$ cat src/inc/tpe_pkg.sv
`default_nettype none

package tpe_pkg;

  // ----------------------------------------------------------------
  // register map
  // ----------------------------------------------------------------
  localparam logic [31:0] T0_CFG_ADDR  = 32'hFFFF_F206;
  localparam logic [31:0] T0_HIGH_ADDR = 32'hFFFF_F20E;
  localparam logic [31:0] T1_CFG_ADDR  = 32'hFFFF_F216;
  localparam logic [31:0] T1_HIGH_ADDR = 32'hFFFF_F21E;

  localparam logic [7:0] CFG_RESET   = 8'h00;
  localparam logic [7:0] HIGH_RESET  = 8'h00;
  localparam logic [7:0] CFG_WMASK   = 8'hF3;
  localparam logic [7:0] HIGH_WMASK  = 8'h01;
  localparam logic [7:0] RDATA_IDLE  = 8'h00;

  // ----------------------------------------------------------------
  // field positions
  // ----------------------------------------------------------------
  localparam int SECOND_EDGE_LSB = 6;
  localparam int FIRST_EDGE_LSB  = 4;
  localparam int SEL_LOW_LSB     = 0;
  localparam int SEL_HIGH_BIT    = 0;

  // ----------------------------------------------------------------
  // edge encoding, code 2 prohibited
  // ----------------------------------------------------------------
  typedef enum logic [1:0] {
    EDGE_FALL = 2'h0,
    EDGE_RISE = 2'h1,
    EDGE_BAD  = 2'h2,
    EDGE_BOTH = 2'h3
  } tpe_edge_t;

  // ----------------------------------------------------------------
  // count clock select codes
  // ----------------------------------------------------------------
  localparam logic [2:0] SEL_0      = 3'h0;
  localparam logic [2:0] SEL_1      = 3'h1;
  localparam logic [2:0] SEL_2      = 3'h2;
  localparam logic [2:0] SEL_EXT    = 3'h3;
  localparam logic [2:0] SEL_4      = 3'h4;
  localparam logic [2:0] SEL_5      = 3'h5;
  localparam logic [2:0] SEL_6      = 3'h6;
  localparam logic [2:0] SEL_BAD    = 3'h7;

  // divide ratios as log2 of the fxx divisor
  localparam int DIV2_LOG   = 1;
  localparam int DIV4_LOG   = 2;
  localparam int DIV16_LOG  = 4;
  localparam int DIV32_LOG  = 5;
  localparam int DIV64_LOG  = 6;
  localparam int DIV128_LOG = 7;
  localparam int DIV256_LOG = 8;
  localparam int DIV_W      = 8;

  // ----------------------------------------------------------------
  // timing
  // ----------------------------------------------------------------
  localparam int CLK_PERIOD_NS    = 8;
  localparam int EXT_MIN_PULSE_NS = 2 * (1 << DIV2_LOG) * CLK_PERIOD_NS;
  localparam int EXT_MIN_PULSE_CYC = EXT_MIN_PULSE_NS / CLK_PERIOD_NS;

endpackage

`default_nettype wire

$ cat src/core/tpe_edge_filter.sv
`default_nettype none

module tpe_edge_filter (
  input  wire logic       clk_in,
  input  wire logic       rst_n_in,
  input  wire logic       sample_in,
  input  wire logic       pin_in,
  input  wire logic [1:0] mode_in,
  input  wire logic       run_in,
  output logic            edge_out
);

  // ----------------------------------------------------------------
  // two-sample level filter
  // ----------------------------------------------------------------
  logic level_reg;
  logic seen_reg;
  logic armed_reg;
  logic edge_reg;
  logic change;
  logic edge_ok;

  assign change = sample_in && (pin_in != level_reg);

  // prohibited code never yields an edge
  always_comb begin
    case (tpe_pkg::tpe_edge_t'(mode_in))
      tpe_pkg::EDGE_FALL: edge_ok = !pin_in;
      tpe_pkg::EDGE_RISE: edge_ok = pin_in;
      tpe_pkg::EDGE_BOTH: edge_ok = 1'b1;
      default:            edge_ok = 1'b0;
    endcase
  end

  // armed after the first run since reset
  always_ff @(posedge clk_in or negedge rst_n_in) begin
    if (!rst_n_in) begin
      armed_reg <= 1'b0;
    end else if (run_in) begin
      armed_reg <= 1'b1;
    end
  end

  // held low until first run: a high pin then shows as a rising edge
  always_ff @(posedge clk_in or negedge rst_n_in) begin
    if (!rst_n_in) begin
      level_reg <= 1'b0;
      seen_reg  <= 1'b0;
    end else if (run_in || armed_reg) begin
      if (change && seen_reg) begin
        level_reg <= pin_in;
        seen_reg  <= 1'b0;
      end else if (change) begin
        seen_reg <= 1'b1;
      end else if (sample_in) begin
        seen_reg <= 1'b0;
      end
    end
  end

  // tracking goes on while stopped, so restart finds the true level
  always_ff @(posedge clk_in or negedge rst_n_in) begin
    if (!rst_n_in) begin
      edge_reg <= 1'b0;
    end else begin
      edge_reg <= run_in && change && seen_reg && edge_ok;
    end
  end

  assign edge_out = edge_reg;

endmodule

`default_nettype wire

$ cat src/core/tpe_top.sv
`default_nettype none

// Function
// reset clears all four prescaler and edge registers of both timers to zero.
// timer 0 bits 7:6 pick the second-input edge: 00 fall, 01 rise, 11 both, 10 none.
// timer 0 bits 5:4 pick the first-input edge with the same coding.
// timer 0 select 0..6 gives fxx/2, /16, watch tick, first-input edge, /4, /64, /256.
// timer 1 select 0..6 gives fxx/2, /4, /16, first-input edge, /32, /128, /256.
// timer 1 bits 7:6 and 5:4 pick second and first input edges with the same coding.
// select bits 1:0 come from the first register and bit 2 from bit 0 of the second.
// an external count pulse must last longer than two fxx/2 periods.
// software must not use the first-input edge as count clock and as clear or capture.
// software stops the timer before writing its prescaler registers.
// first run after reset with rise or both and a high pin sees a rising edge.
// run after a stop sees no false rising edge from an already high pin.
// in interval mode a compare match clears the counter to zero and counting goes on.
// in interval mode the compare interrupt pulses with every clear on match.
// inputs are sampled at the count clock and an edge needs the new level twice.
// the counter adds one per count tick while running and wraps past all ones.
// unused register bits read as zero and writes to them are dropped.

module tpe_top #(
  parameter int CNT_W = 16
) (
  input  wire logic             CLK_SYS_IN,
  input  wire logic             NRST_IN,
  input  wire logic [31:0]      REG_ADDR_IN,
  input  wire logic             REG_WR_IN,
  input  wire logic             REG_RD_IN,
  input  wire logic [7:0]       REG_WDATA_IN,
  output logic      [7:0]       REG_RDATA_OUT,
  input  wire logic             T0_RUN_IN,
  input  wire logic             T1_RUN_IN,
  input  wire logic             T0_INTERVAL_IN,
  input  wire logic             T1_INTERVAL_IN,
  input  wire logic [CNT_W-1:0] T0_COMPARE_IN,
  input  wire logic [CNT_W-1:0] T1_COMPARE_IN,
  input  wire logic             WATCH_TIMER_IRQ_IN,
  input  wire logic             T0_FIRST_INPUT_PIN_IN,
  input  wire logic             T0_SECOND_INPUT_PIN_IN,
  input  wire logic             T1_FIRST_INPUT_PIN_IN,
  input  wire logic             T1_SECOND_INPUT_PIN_IN,
  output logic      [CNT_W-1:0] T0_COUNT_OUT,
  output logic      [CNT_W-1:0] T1_COUNT_OUT,
  output logic                  T0_COMPARE_IRQ_OUT,
  output logic                  T1_COMPARE_IRQ_OUT,
  output logic                  T0_FIRST_EDGE_OUT,
  output logic                  T0_SECOND_EDGE_OUT,
  output logic                  T1_FIRST_EDGE_OUT,
  output logic                  T1_SECOND_EDGE_OUT
);

  // ----------------------------------------------------------------
  // elaboration check
  // ----------------------------------------------------------------
  generate
    if (CNT_W < 2 || CNT_W > 32) begin : g_bad_width
      $error("tpe_top: CNT_W must lie in 2..32");
    end
  endgenerate

  // ----------------------------------------------------------------
  // reset release
  // ----------------------------------------------------------------
  logic rst_meta_reg;
  logic rst_n;

  always_ff @(posedge CLK_SYS_IN or negedge NRST_IN) begin
    if (!NRST_IN) begin
      rst_meta_reg <= 1'b0;
      rst_n        <= 1'b0;
    end else begin
      rst_meta_reg <= 1'b1;
      rst_n        <= rst_meta_reg;
    end
  end

  // ----------------------------------------------------------------
  // pin synchronisers, index: t0 first, t0 second, t1 first, t1 second
  // ----------------------------------------------------------------
  logic [3:0] pin_raw;
  logic [3:0] pin_meta_reg;
  logic [3:0] pin_sync_reg;

  assign pin_raw = {T1_SECOND_INPUT_PIN_IN, T1_FIRST_INPUT_PIN_IN,
                    T0_SECOND_INPUT_PIN_IN, T0_FIRST_INPUT_PIN_IN};

  always_ff @(posedge CLK_SYS_IN or negedge rst_n) begin
    if (!rst_n) begin
      pin_meta_reg <= 4'h0;
      pin_sync_reg <= 4'h0;
    end else begin
      pin_meta_reg <= pin_raw;
      pin_sync_reg <= pin_meta_reg;
    end
  end

  // ----------------------------------------------------------------
  // register file
  // ----------------------------------------------------------------
  logic [7:0] t0_cfg_reg;
  logic [7:0] t0_high_reg;
  logic [7:0] t1_cfg_reg;
  logic [7:0] t1_high_reg;
  logic [7:0] rdata_reg;
  logic [7:0] rdata_next;

  // no hazard guard: rewriting while running is the caller's problem
  always_ff @(posedge CLK_SYS_IN or negedge rst_n) begin
    if (!rst_n) begin
      t0_cfg_reg  <= tpe_pkg::CFG_RESET;
      t0_high_reg <= tpe_pkg::HIGH_RESET;
      t1_cfg_reg  <= tpe_pkg::CFG_RESET;
      t1_high_reg <= tpe_pkg::HIGH_RESET;
    end else if (REG_WR_IN) begin
      case (REG_ADDR_IN)
        tpe_pkg::T0_CFG_ADDR:  t0_cfg_reg  <= REG_WDATA_IN & tpe_pkg::CFG_WMASK;
        tpe_pkg::T0_HIGH_ADDR: t0_high_reg <= REG_WDATA_IN & tpe_pkg::HIGH_WMASK;
        tpe_pkg::T1_CFG_ADDR:  t1_cfg_reg  <= REG_WDATA_IN & tpe_pkg::CFG_WMASK;
        tpe_pkg::T1_HIGH_ADDR: t1_high_reg <= REG_WDATA_IN & tpe_pkg::HIGH_WMASK;
        default: ;
      endcase
    end
  end

  always_comb begin
    case (REG_ADDR_IN)
      tpe_pkg::T0_CFG_ADDR:  rdata_next = t0_cfg_reg;
      tpe_pkg::T0_HIGH_ADDR: rdata_next = t0_high_reg;
      tpe_pkg::T1_CFG_ADDR:  rdata_next = t1_cfg_reg;
      tpe_pkg::T1_HIGH_ADDR: rdata_next = t1_high_reg;
      default:               rdata_next = tpe_pkg::RDATA_IDLE;
    endcase
  end

  // read data holds until the next read
  always_ff @(posedge CLK_SYS_IN or negedge rst_n) begin
    if (!rst_n) begin
      rdata_reg <= tpe_pkg::RDATA_IDLE;
    end else if (REG_RD_IN) begin
      rdata_reg <= rdata_next;
    end
  end

  assign REG_RDATA_OUT = rdata_reg;

  // ----------------------------------------------------------------
  // field decode
  // ----------------------------------------------------------------
  logic [2:0] sel [2];
  logic [1:0] edge_mode [4];
  logic [1:0] run;
  logic [1:0] interval;

  assign sel[0] = {t0_high_reg[tpe_pkg::SEL_HIGH_BIT],
                   t0_cfg_reg[tpe_pkg::SEL_LOW_LSB +: 2]};
  assign sel[1] = {t1_high_reg[tpe_pkg::SEL_HIGH_BIT],
                   t1_cfg_reg[tpe_pkg::SEL_LOW_LSB +: 2]};

  assign edge_mode[0] = t0_cfg_reg[tpe_pkg::FIRST_EDGE_LSB +: 2];
  assign edge_mode[1] = t0_cfg_reg[tpe_pkg::SECOND_EDGE_LSB +: 2];
  assign edge_mode[2] = t1_cfg_reg[tpe_pkg::FIRST_EDGE_LSB +: 2];
  assign edge_mode[3] = t1_cfg_reg[tpe_pkg::SECOND_EDGE_LSB +: 2];

  assign run      = {T1_RUN_IN, T0_RUN_IN};
  assign interval = {T1_INTERVAL_IN, T0_INTERVAL_IN};

  // ----------------------------------------------------------------
  // prescaler
  // ----------------------------------------------------------------
  logic [tpe_pkg::DIV_W-1:0] div_reg;
  logic tick2;
  logic tick4;
  logic tick16;
  logic tick32;
  logic tick64;
  logic tick128;
  logic tick256;

  // shared free-running divider: first tick after a start may come early
  always_ff @(posedge CLK_SYS_IN or negedge rst_n) begin
    if (!rst_n) begin
      div_reg <= '0;
    end else begin
      div_reg <= div_reg + 1'b1;
    end
  end

  assign tick2   = &div_reg[tpe_pkg::DIV2_LOG-1:0];
  assign tick4   = &div_reg[tpe_pkg::DIV4_LOG-1:0];
  assign tick16  = &div_reg[tpe_pkg::DIV16_LOG-1:0];
  assign tick32  = &div_reg[tpe_pkg::DIV32_LOG-1:0];
  assign tick64  = &div_reg[tpe_pkg::DIV64_LOG-1:0];
  assign tick128 = &div_reg[tpe_pkg::DIV128_LOG-1:0];
  assign tick256 = &div_reg[tpe_pkg::DIV256_LOG-1:0];

  // ----------------------------------------------------------------
  // internal count clock per timer
  // ----------------------------------------------------------------
  logic [1:0] int_tick;
  logic [1:0] ext_sel;

  always_comb begin
    case (sel[0])
      tpe_pkg::SEL_0: int_tick[0] = tick2;
      tpe_pkg::SEL_1: int_tick[0] = tick16;
      tpe_pkg::SEL_2: int_tick[0] = WATCH_TIMER_IRQ_IN;
      tpe_pkg::SEL_4: int_tick[0] = tick4;
      tpe_pkg::SEL_5: int_tick[0] = tick64;
      tpe_pkg::SEL_6: int_tick[0] = tick256;
      default:        int_tick[0] = 1'b0;
    endcase
  end

  always_comb begin
    case (sel[1])
      tpe_pkg::SEL_0: int_tick[1] = tick2;
      tpe_pkg::SEL_1: int_tick[1] = tick4;
      tpe_pkg::SEL_2: int_tick[1] = tick16;
      tpe_pkg::SEL_4: int_tick[1] = tick32;
      tpe_pkg::SEL_5: int_tick[1] = tick128;
      tpe_pkg::SEL_6: int_tick[1] = tick256;
      default:        int_tick[1] = 1'b0;
    endcase
  end

  assign ext_sel[0] = (sel[0] == tpe_pkg::SEL_EXT);
  assign ext_sel[1] = (sel[1] == tpe_pkg::SEL_EXT);

  // ----------------------------------------------------------------
  // edge filters
  // ----------------------------------------------------------------
  // with a pin as count source, sampling falls back to fxx/2
  logic [1:0] sample_tick;
  logic [3:0] edge_pulse;

  assign sample_tick[0] = ext_sel[0] ? tick2 : int_tick[0];
  assign sample_tick[1] = ext_sel[1] ? tick2 : int_tick[1];

  genvar gi;
  generate
    for (gi = 0; gi < 4; gi++) begin : g_edge
      tpe_edge_filter u_edge (
        .clk_in    (CLK_SYS_IN),
        .rst_n_in  (rst_n),
        .sample_in (sample_tick[gi/2]),
        .pin_in    (pin_sync_reg[gi]),
        .mode_in   (edge_mode[gi]),
        .run_in    (run[gi/2]),
        .edge_out  (edge_pulse[gi])
      );
    end
  endgenerate

  assign T0_FIRST_EDGE_OUT  = edge_pulse[0];
  assign T0_SECOND_EDGE_OUT = edge_pulse[1];
  assign T1_FIRST_EDGE_OUT  = edge_pulse[2];
  assign T1_SECOND_EDGE_OUT = edge_pulse[3];

  // ----------------------------------------------------------------
  // counters and interval compare
  // ----------------------------------------------------------------
  logic [1:0]       count_tick;
  logic [CNT_W-1:0] cnt_reg [2];
  logic [CNT_W-1:0] cnt_next [2];
  logic [CNT_W-1:0] cmp [2];
  logic [1:0]       match;
  logic [1:0]       irq_reg;

  assign cmp[0] = T0_COMPARE_IN;
  assign cmp[1] = T1_COMPARE_IN;

  // first-input edge as count clock: its clear or capture use is barred
  assign count_tick[0] = ext_sel[0] ? edge_pulse[0] : int_tick[0];
  assign count_tick[1] = ext_sel[1] ? edge_pulse[2] : int_tick[1];

  generate
    for (gi = 0; gi < 2; gi++) begin : g_cnt
      assign match[gi] = interval[gi] && (cnt_reg[gi] == cmp[gi]);

      always_comb begin
        if (!run[gi]) begin
          cnt_next[gi] = '0;
        end else if (count_tick[gi] && match[gi]) begin
          cnt_next[gi] = '0;
        end else if (count_tick[gi]) begin
          cnt_next[gi] = cnt_reg[gi] + 1'b1;
        end else begin
          cnt_next[gi] = cnt_reg[gi];
        end
      end

      always_ff @(posedge CLK_SYS_IN or negedge rst_n) begin
        if (!rst_n) begin
          cnt_reg[gi] <= '0;
        end else begin
          cnt_reg[gi] <= cnt_next[gi];
        end
      end

      // pulse lands with the clear
      always_ff @(posedge CLK_SYS_IN or negedge rst_n) begin
        if (!rst_n) begin
          irq_reg[gi] <= 1'b0;
        end else begin
          irq_reg[gi] <= run[gi] && count_tick[gi] && match[gi];
        end
      end
    end
  endgenerate

  assign T0_COUNT_OUT       = cnt_reg[0];
  assign T1_COUNT_OUT       = cnt_reg[1];
  assign T0_COMPARE_IRQ_OUT = irq_reg[0];
  assign T1_COMPARE_IRQ_OUT = irq_reg[1];

endmodule

`default_nettype wire

$ cat config.mk
export PLATFORM = sky130hd
export DESIGN_NAME = tpe_top
export DESIGN_NICKNAME = d
export VERILOG_FILES = /design/src/inc/tpe_pkg.sv /design/src/core/tpe_edge_filter.sv /design/src/core/tpe_top.sv
export SDC_FILE = /design/constraint.sdc
export NUM_CORES = 1
export LEC_CHECK = 0
export ABC_AREA = 1
export ABC_CLOCK_PERIOD_IN_PS = 2600
export CORE_MARGIN = 2
export CORE_UTILIZATION = 25
export DETAILED_ROUTE_END_ITERATION = 12
export DONT_BUFFER_PORTS = 1
export SETUP_SLACK_MARGIN = 0.2
export SLEW_MARGIN = 10
export SYNTH_ARGS = -nofsm -noshare
export SYNTH_HDL_FRONTEND = slang
export SYNTH_SLANG_ARGS = --single-unit
$ cat constraint.sdc
create_clock -name CLK_SYS_IN -period 2.6 [get_ports CLK_SYS_IN]
set_input_delay 0.26 -clock CLK_SYS_IN [delete_from_list [all_inputs] [get_ports CLK_SYS_IN]]
set_output_delay 0.26 -clock CLK_SYS_IN [all_outputs]
set_load 0.01 [all_outputs]
Yosys cells after proc, flatten, opt, wreduce, memory -nomap -nowiden. Cells that the tools add are included.

Register bits: 88. Latch bits: 0. RAM bits: 0. ROM bits: 0. Input bits: 85. Logic and storage cells: 152. Memories kept: 0.

$add $sub $neg: 3. Multipliers: 0. Div/mod/pow operators: 0. Magnitude comparators: 0. Equality and inequality tests: 32. Shift operators: 0. Mux-type cells: 27. Bitwise gates (word level): 0. Reduce and logical (&&, ||, !) cells: 62.

Operators by type and width (count): 32-bit equality test, second input constant (4); 16-bit two-way mux (6); 16-bit by 1-bit adder with 16-bit output, second input constant (2); 16-bit equality test (2); 8-bit one-hot mux with 4 select lines (1); 1-bit logical AND (28); 2-bit AND reduction (13); 3-bit equality test, second input constant (6); 1-bit two-way mux (14); 3-bit by 2-bit equality test with 1-bit output, second input constant (4); 1-bit one-hot mux with 3 select lines (4); 1-bit one-hot mux with 6 select lines (2); 3-bit nonzero test (4); 8-bit by 1-bit adder with 8-bit output, second input constant (1); 2-bit by 1-bit equality test with 1-bit output, second input constant (4); 2-bit equality test, second input constant (4); 2-bit logical NOT (4); 8-bit AND reduction (1); 7-bit AND reduction (1); 3-bit by 1-bit equality test with 1-bit output, second input constant (2); 3-bit logical NOT (2); 3-bit by 1-bit != test with 1-bit output, second input constant (2); 6-bit AND reduction (1); 5-bit AND reduction (1); other kinds (4) (11).

Logic depth before layout (Yosys ltp).
Depth in word-level cells: 7. Gate-level depth with buffers: 12.

Cells and area by module. A second synthesis with hierarchy kept.

Cell total of the unflattened synthesis: 817. Area total of the unflattened synthesis: 5600.4 um^2.

By module, submodules not included: tpe_top (instances 1, cells an instance 725, area each 4809.6 um^2, seq. area each 1801.7 um^2); tpe_edge_filter (instances 4, cells an instance 23, area each 197.7 um^2, seq. area each 100.1 um^2).

Least setup slack after synthesis. Ideal clock, no wire load.

Path kind: register to register. From: register div_reg[0] (netlist bit). To: register cnt_reg, in the netlist T1_COUNT_OUT[5]. Library setup time: 0.065 ns. Arrival time: 1.627 ns. Path slack: 0.908 ns. Cell stages (with the launch flop): 12. Period minus slack after synthesis: 1.692 ns. Path through: dfrtp_1 ha_1 inv_1 nor2_4 nand2_1 nor2_1 nor2_2 nand3_4 nor2_4 buf_6 nand2_1 nand2_1.

Word-level cells in the longest chain between the ends: 6. Elaborated cells between the ends (all ways): 11.

RTL lines: start: declaration (line tpe_top.sv:171) `logic [tpe_pkg::DIV_W-1:0] div_reg;`; start signal: assignment (line tpe_top.sv:185) `div_reg <= div_reg + 1'b1;`; 8-bit AND reduction, or another cell as far along (line tpe_top.sv:195) `assign tick256 = &div_reg[tpe_pkg::DIV256_LOG-1:0];`; 1-bit one-hot mux with 6 select lines (*) (line tpe_top.sv:216) `case (sel[1])`; 1-bit two-way mux (*) (line tpe_top.sv:275) `assign count_tick[1] = ext_sel[1] ? edge_pulse[2] : int_tick[1];`; 1-bit logical AND (line tpe_top.sv:284) `end else if (count_tick[gi] && match[gi]) begin`; 16-bit two-way mux (line tpe_top.sv:284); 16-bit two-way mux (line tpe_top.sv:282) `if (!run[gi]) begin`; end signal: indexed assignment (line tpe_top.sv:297) `cnt_reg[gi] <= cnt_next[gi];`; end: declaration (line tpe_top.sv:264) `logic [CNT_W-1:0] cnt_reg [2];`.

Mark *: on every way between the ends. The rest lies on a longest branch, timed or not. A chain may end at the register's enable or synchronous reset.

Final worst setup path.
From: register div_reg[0] (netlist bit). To: register cnt_reg, in the netlist T0_COUNT_OUT[12].

Word-level cells in the longest chain between the ends: 6. Elaborated cells between the ends (all ways): 10.

RTL lines: 8-bit AND reduction, or another cell as far along (line tpe_top.sv:195); 1-bit one-hot mux with 6 select lines (*) (line tpe_top.sv:204) `case (sel[0])`; 1-bit two-way mux (*) (line tpe_top.sv:274) `assign count_tick[0] = ext_sel[0] ? edge_pulse[0] : int_tick[0];`; 1-bit logical AND (line tpe_top.sv:284); 16-bit two-way mux (line tpe_top.sv:284); 16-bit two-way mux (line tpe_top.sv:282).

Marked as above.

==> summary.md <==
| Metric | Value |
|---|---|
| Max Clock Freq | 0.496 GHz |
| Clock skew | 10.2 ps |
| Grt ovf | 0 |
| Total track usage | 0.121 |
| Num CTS Buffers | 9 |
| Ys flop type | dfrtp_1 |
| GRT busiest layer | met2 |
| Gpl congestion | 0.896 |
| Final Hold Viols | 0 |
| Avg WL per Cell | 12.7 um |
| Sink Count | 86 |
| DP HPWL | 10.2 mm |
| Post-CTS Resized | 0 |
| Ant. Diodes | 0 |
| Outcome | complete, no violations |
| Residual DRC | 0 |
| Peak VDD IR | 0.294 mV |
| Area of the die | 23,100 um^2 |
| DR vias | 4,791 |
| Core Util, Final | 0.282 |
| Initial antenna violation count | 0 |
| Grt met2 use | 0.197 |
| Syn. warnings | 0 |
| Actual slew at the worst max-slew pin | 607 ps |
| I/O Pins | 131 |
| Fill cells | 2,401 |
| Commonest non-fill, non-tap cells in the layout | 271 x nand2_1, 115 x inv_1, 85 x dfrtp_1 |
| CP Max Fanout | 18 |
| Final net count | 878 |
| DRT antenna net count | 0 |
| Final min period | 2020 ps |
| Synthesized netlist cell count | 787 |
| Layout area overhead | 11.3% |
| Sequential fraction of the synthesis area | 0.393 |
| Ratio of final minimum period to clock period | 0.776 |
| Synth cell types | 33 |
| Most common cell after layout, fill and taps aside | nand2_1 |
| Post-synth ARST share | 1.00 |
| Max-cap viol count | 0 |
| H-tree Lvls | 3 |
| Iteration-0 DRC Markers | 240 |
| Endpoint class of the critical path | flip-flop |
| CTS root buffer | clkbuf_16 |
| Port buffer count | 0 |
| #FFs+latches synth | 86 |
| Largest net degree at the start of global routing | 44 |
| Site Rows | 54 |
| Startpoint Class | flip-flop |
| TNS Setup | 0 ps |
| Final setup violation count | 0 |
| Vias per inst | 4.46 |
| Unrepaired setup endpoints after global routing | false |
| Syn avg cell area | 6.95 um^2 |
| Core ar. | 21,600 um^2 |
| Worst hold path type | input pin to flip-flop |
| Grt met1 use | 0.160 |
| PwrDens | 500 nW/um^2 |
| Die X | 152 um |
| Slew HR | 0.596 |
| Clk buf depth | 2 |
| Layout cells sized above 1 | 0.0516 |
| Vias in the first global route | 4,602 |
| Die Ht | 152 um |
| Met3 usage | 0.0376 |
| Final Slew Violations | 0 |
| Crit Path Category | flip-flop to flip-flop |
| Clk Latency, worst-skew pair | 350 ps |
| Total Wirelength | 13.6 mm |
| Worst Path Arrival | 2300 ps |
| DR pass1 iterations | 4 |
| Lkg Pwr | 0.00321 uW |
| Data required, critical path | 2890 ps |
| Clk slew on worst S/H paths | 70 ps |
| CTS tree | yes |
| EDFF count, synth | 0 |
| Post-synthesis cell area | 5470 um^2 |
| Initial Utilization | 0.253 |
| First-pass GRT wire length | 23.0 mm |
==> layout make-up <==
class	instances	area (um^2)	share of cell area
Sequential cell	86	2160	0.354
Multi-Input combinational cell	565	2760	0.454
Clock buffer	9	225	0.0370
Inverter	117	439	0.0721
Clock inverter	7	65.1	0.0107
Tap cell	280	350	0.0576
Timing Repair Buffer	10	90.1	0.0148
==> routing by layer <==
layer | up-vias | share of wire
met1 | 2218 | 0.47
met2 | 107 | 0.46
met3 | 10 | 0.060
li1 | 2456 | -
met4 | 0 | 0.0084
met5 | - | 0
==> cells in the mapped netlist (all sizes together), types with 5 or more instances <==
library cell    n  share of area
o21ai          22          0.020
nand4          53          0.061
inv           117          0.080
xnor2           7          0.011
buf            14          0.018
nand2         272           0.19
nand3          54          0.058
xor2           40          0.064
clkbuf          6         0.0043
dfrtp          86           0.39
nor2           88          0.069
nor3           12          0.011
or2             5         0.0057
==> report_power, final <==
| group | switching [uW] | internal, uW |
|---|---|---|
| Sequential | 91.5 | 1410 |
| Combinational | 145 | 96.8 |
| Clock | 619 | 676 |
| Total | 856 | 2190 |
==> path summary, 6_finish.rpt <==
check                           startpoint                to  slack (ps)  depth (start not counted)
worst min-delay path             REG_RD_IN  REG_RDATA_OUT[6]          20                          2
worst max register to register  div_reg[0]  T0_COUNT_OUT[12]         580                         10
worst max-delay path            div_reg[0]  T0_COUNT_OUT[12]         580                         10
min in group asynchronous          NRST_IN             rst_n         130                          1
max in group asynchronous            rst_n     t0_cfg_reg[7]        1540                          1
worst min register to register       rst_n   pin_sync_reg[0]         340                          0
==> critical path: stages, from the launching register on <==
cell and delay (ps):
dfrtp_1 450, ha_1 290, inv_1 110, nor2_4 70, nand3_1 90, nand2_2 60
nor2_4 120, nand3_4 260, nor2_8 320, nand2_1 80, nand2_1 70
==> what timing repair did <==
action	in CTS	in global routing
endpoints found under the hold margin	7	0
hold buffers	6	0
buffers inserted	0	0
==> kinds of logic (layout without fill, tap and decap cells) <==
family,after synthesis,in the layout,synth area share
compound gates,23,23,0.0217
xor+xnor,47,47,0.0753
fa+ha+maj,4,4,0.00915
buf+inv,137,143,0.102
flops,86,86,0.393
other cells,2,3,0.00137
simple gates,488,488,0.397
==> through the flow <==
stage | hold WS [ps] | setup WS [ps] | cells | instance area, um^2 | total power (uW)
after floorplan | -35.6 | 908 | 788 | 5480 | 1710
after global placement | -35.5 | 602 | 1052 | 5740 | 1760
after detailed placement | -35.5 | 583 | 1052 | 5740 | 1770
after CTS | 0.0656 | 564 | 1074 | 6090 | 3110
after global routing | 0.843 | 391 | 1074 | 6090 | 3220
final | 21.6 | 583 | 1074 | 6090 | 3040
Note: power is estimated with default switching activity, not from simulation.
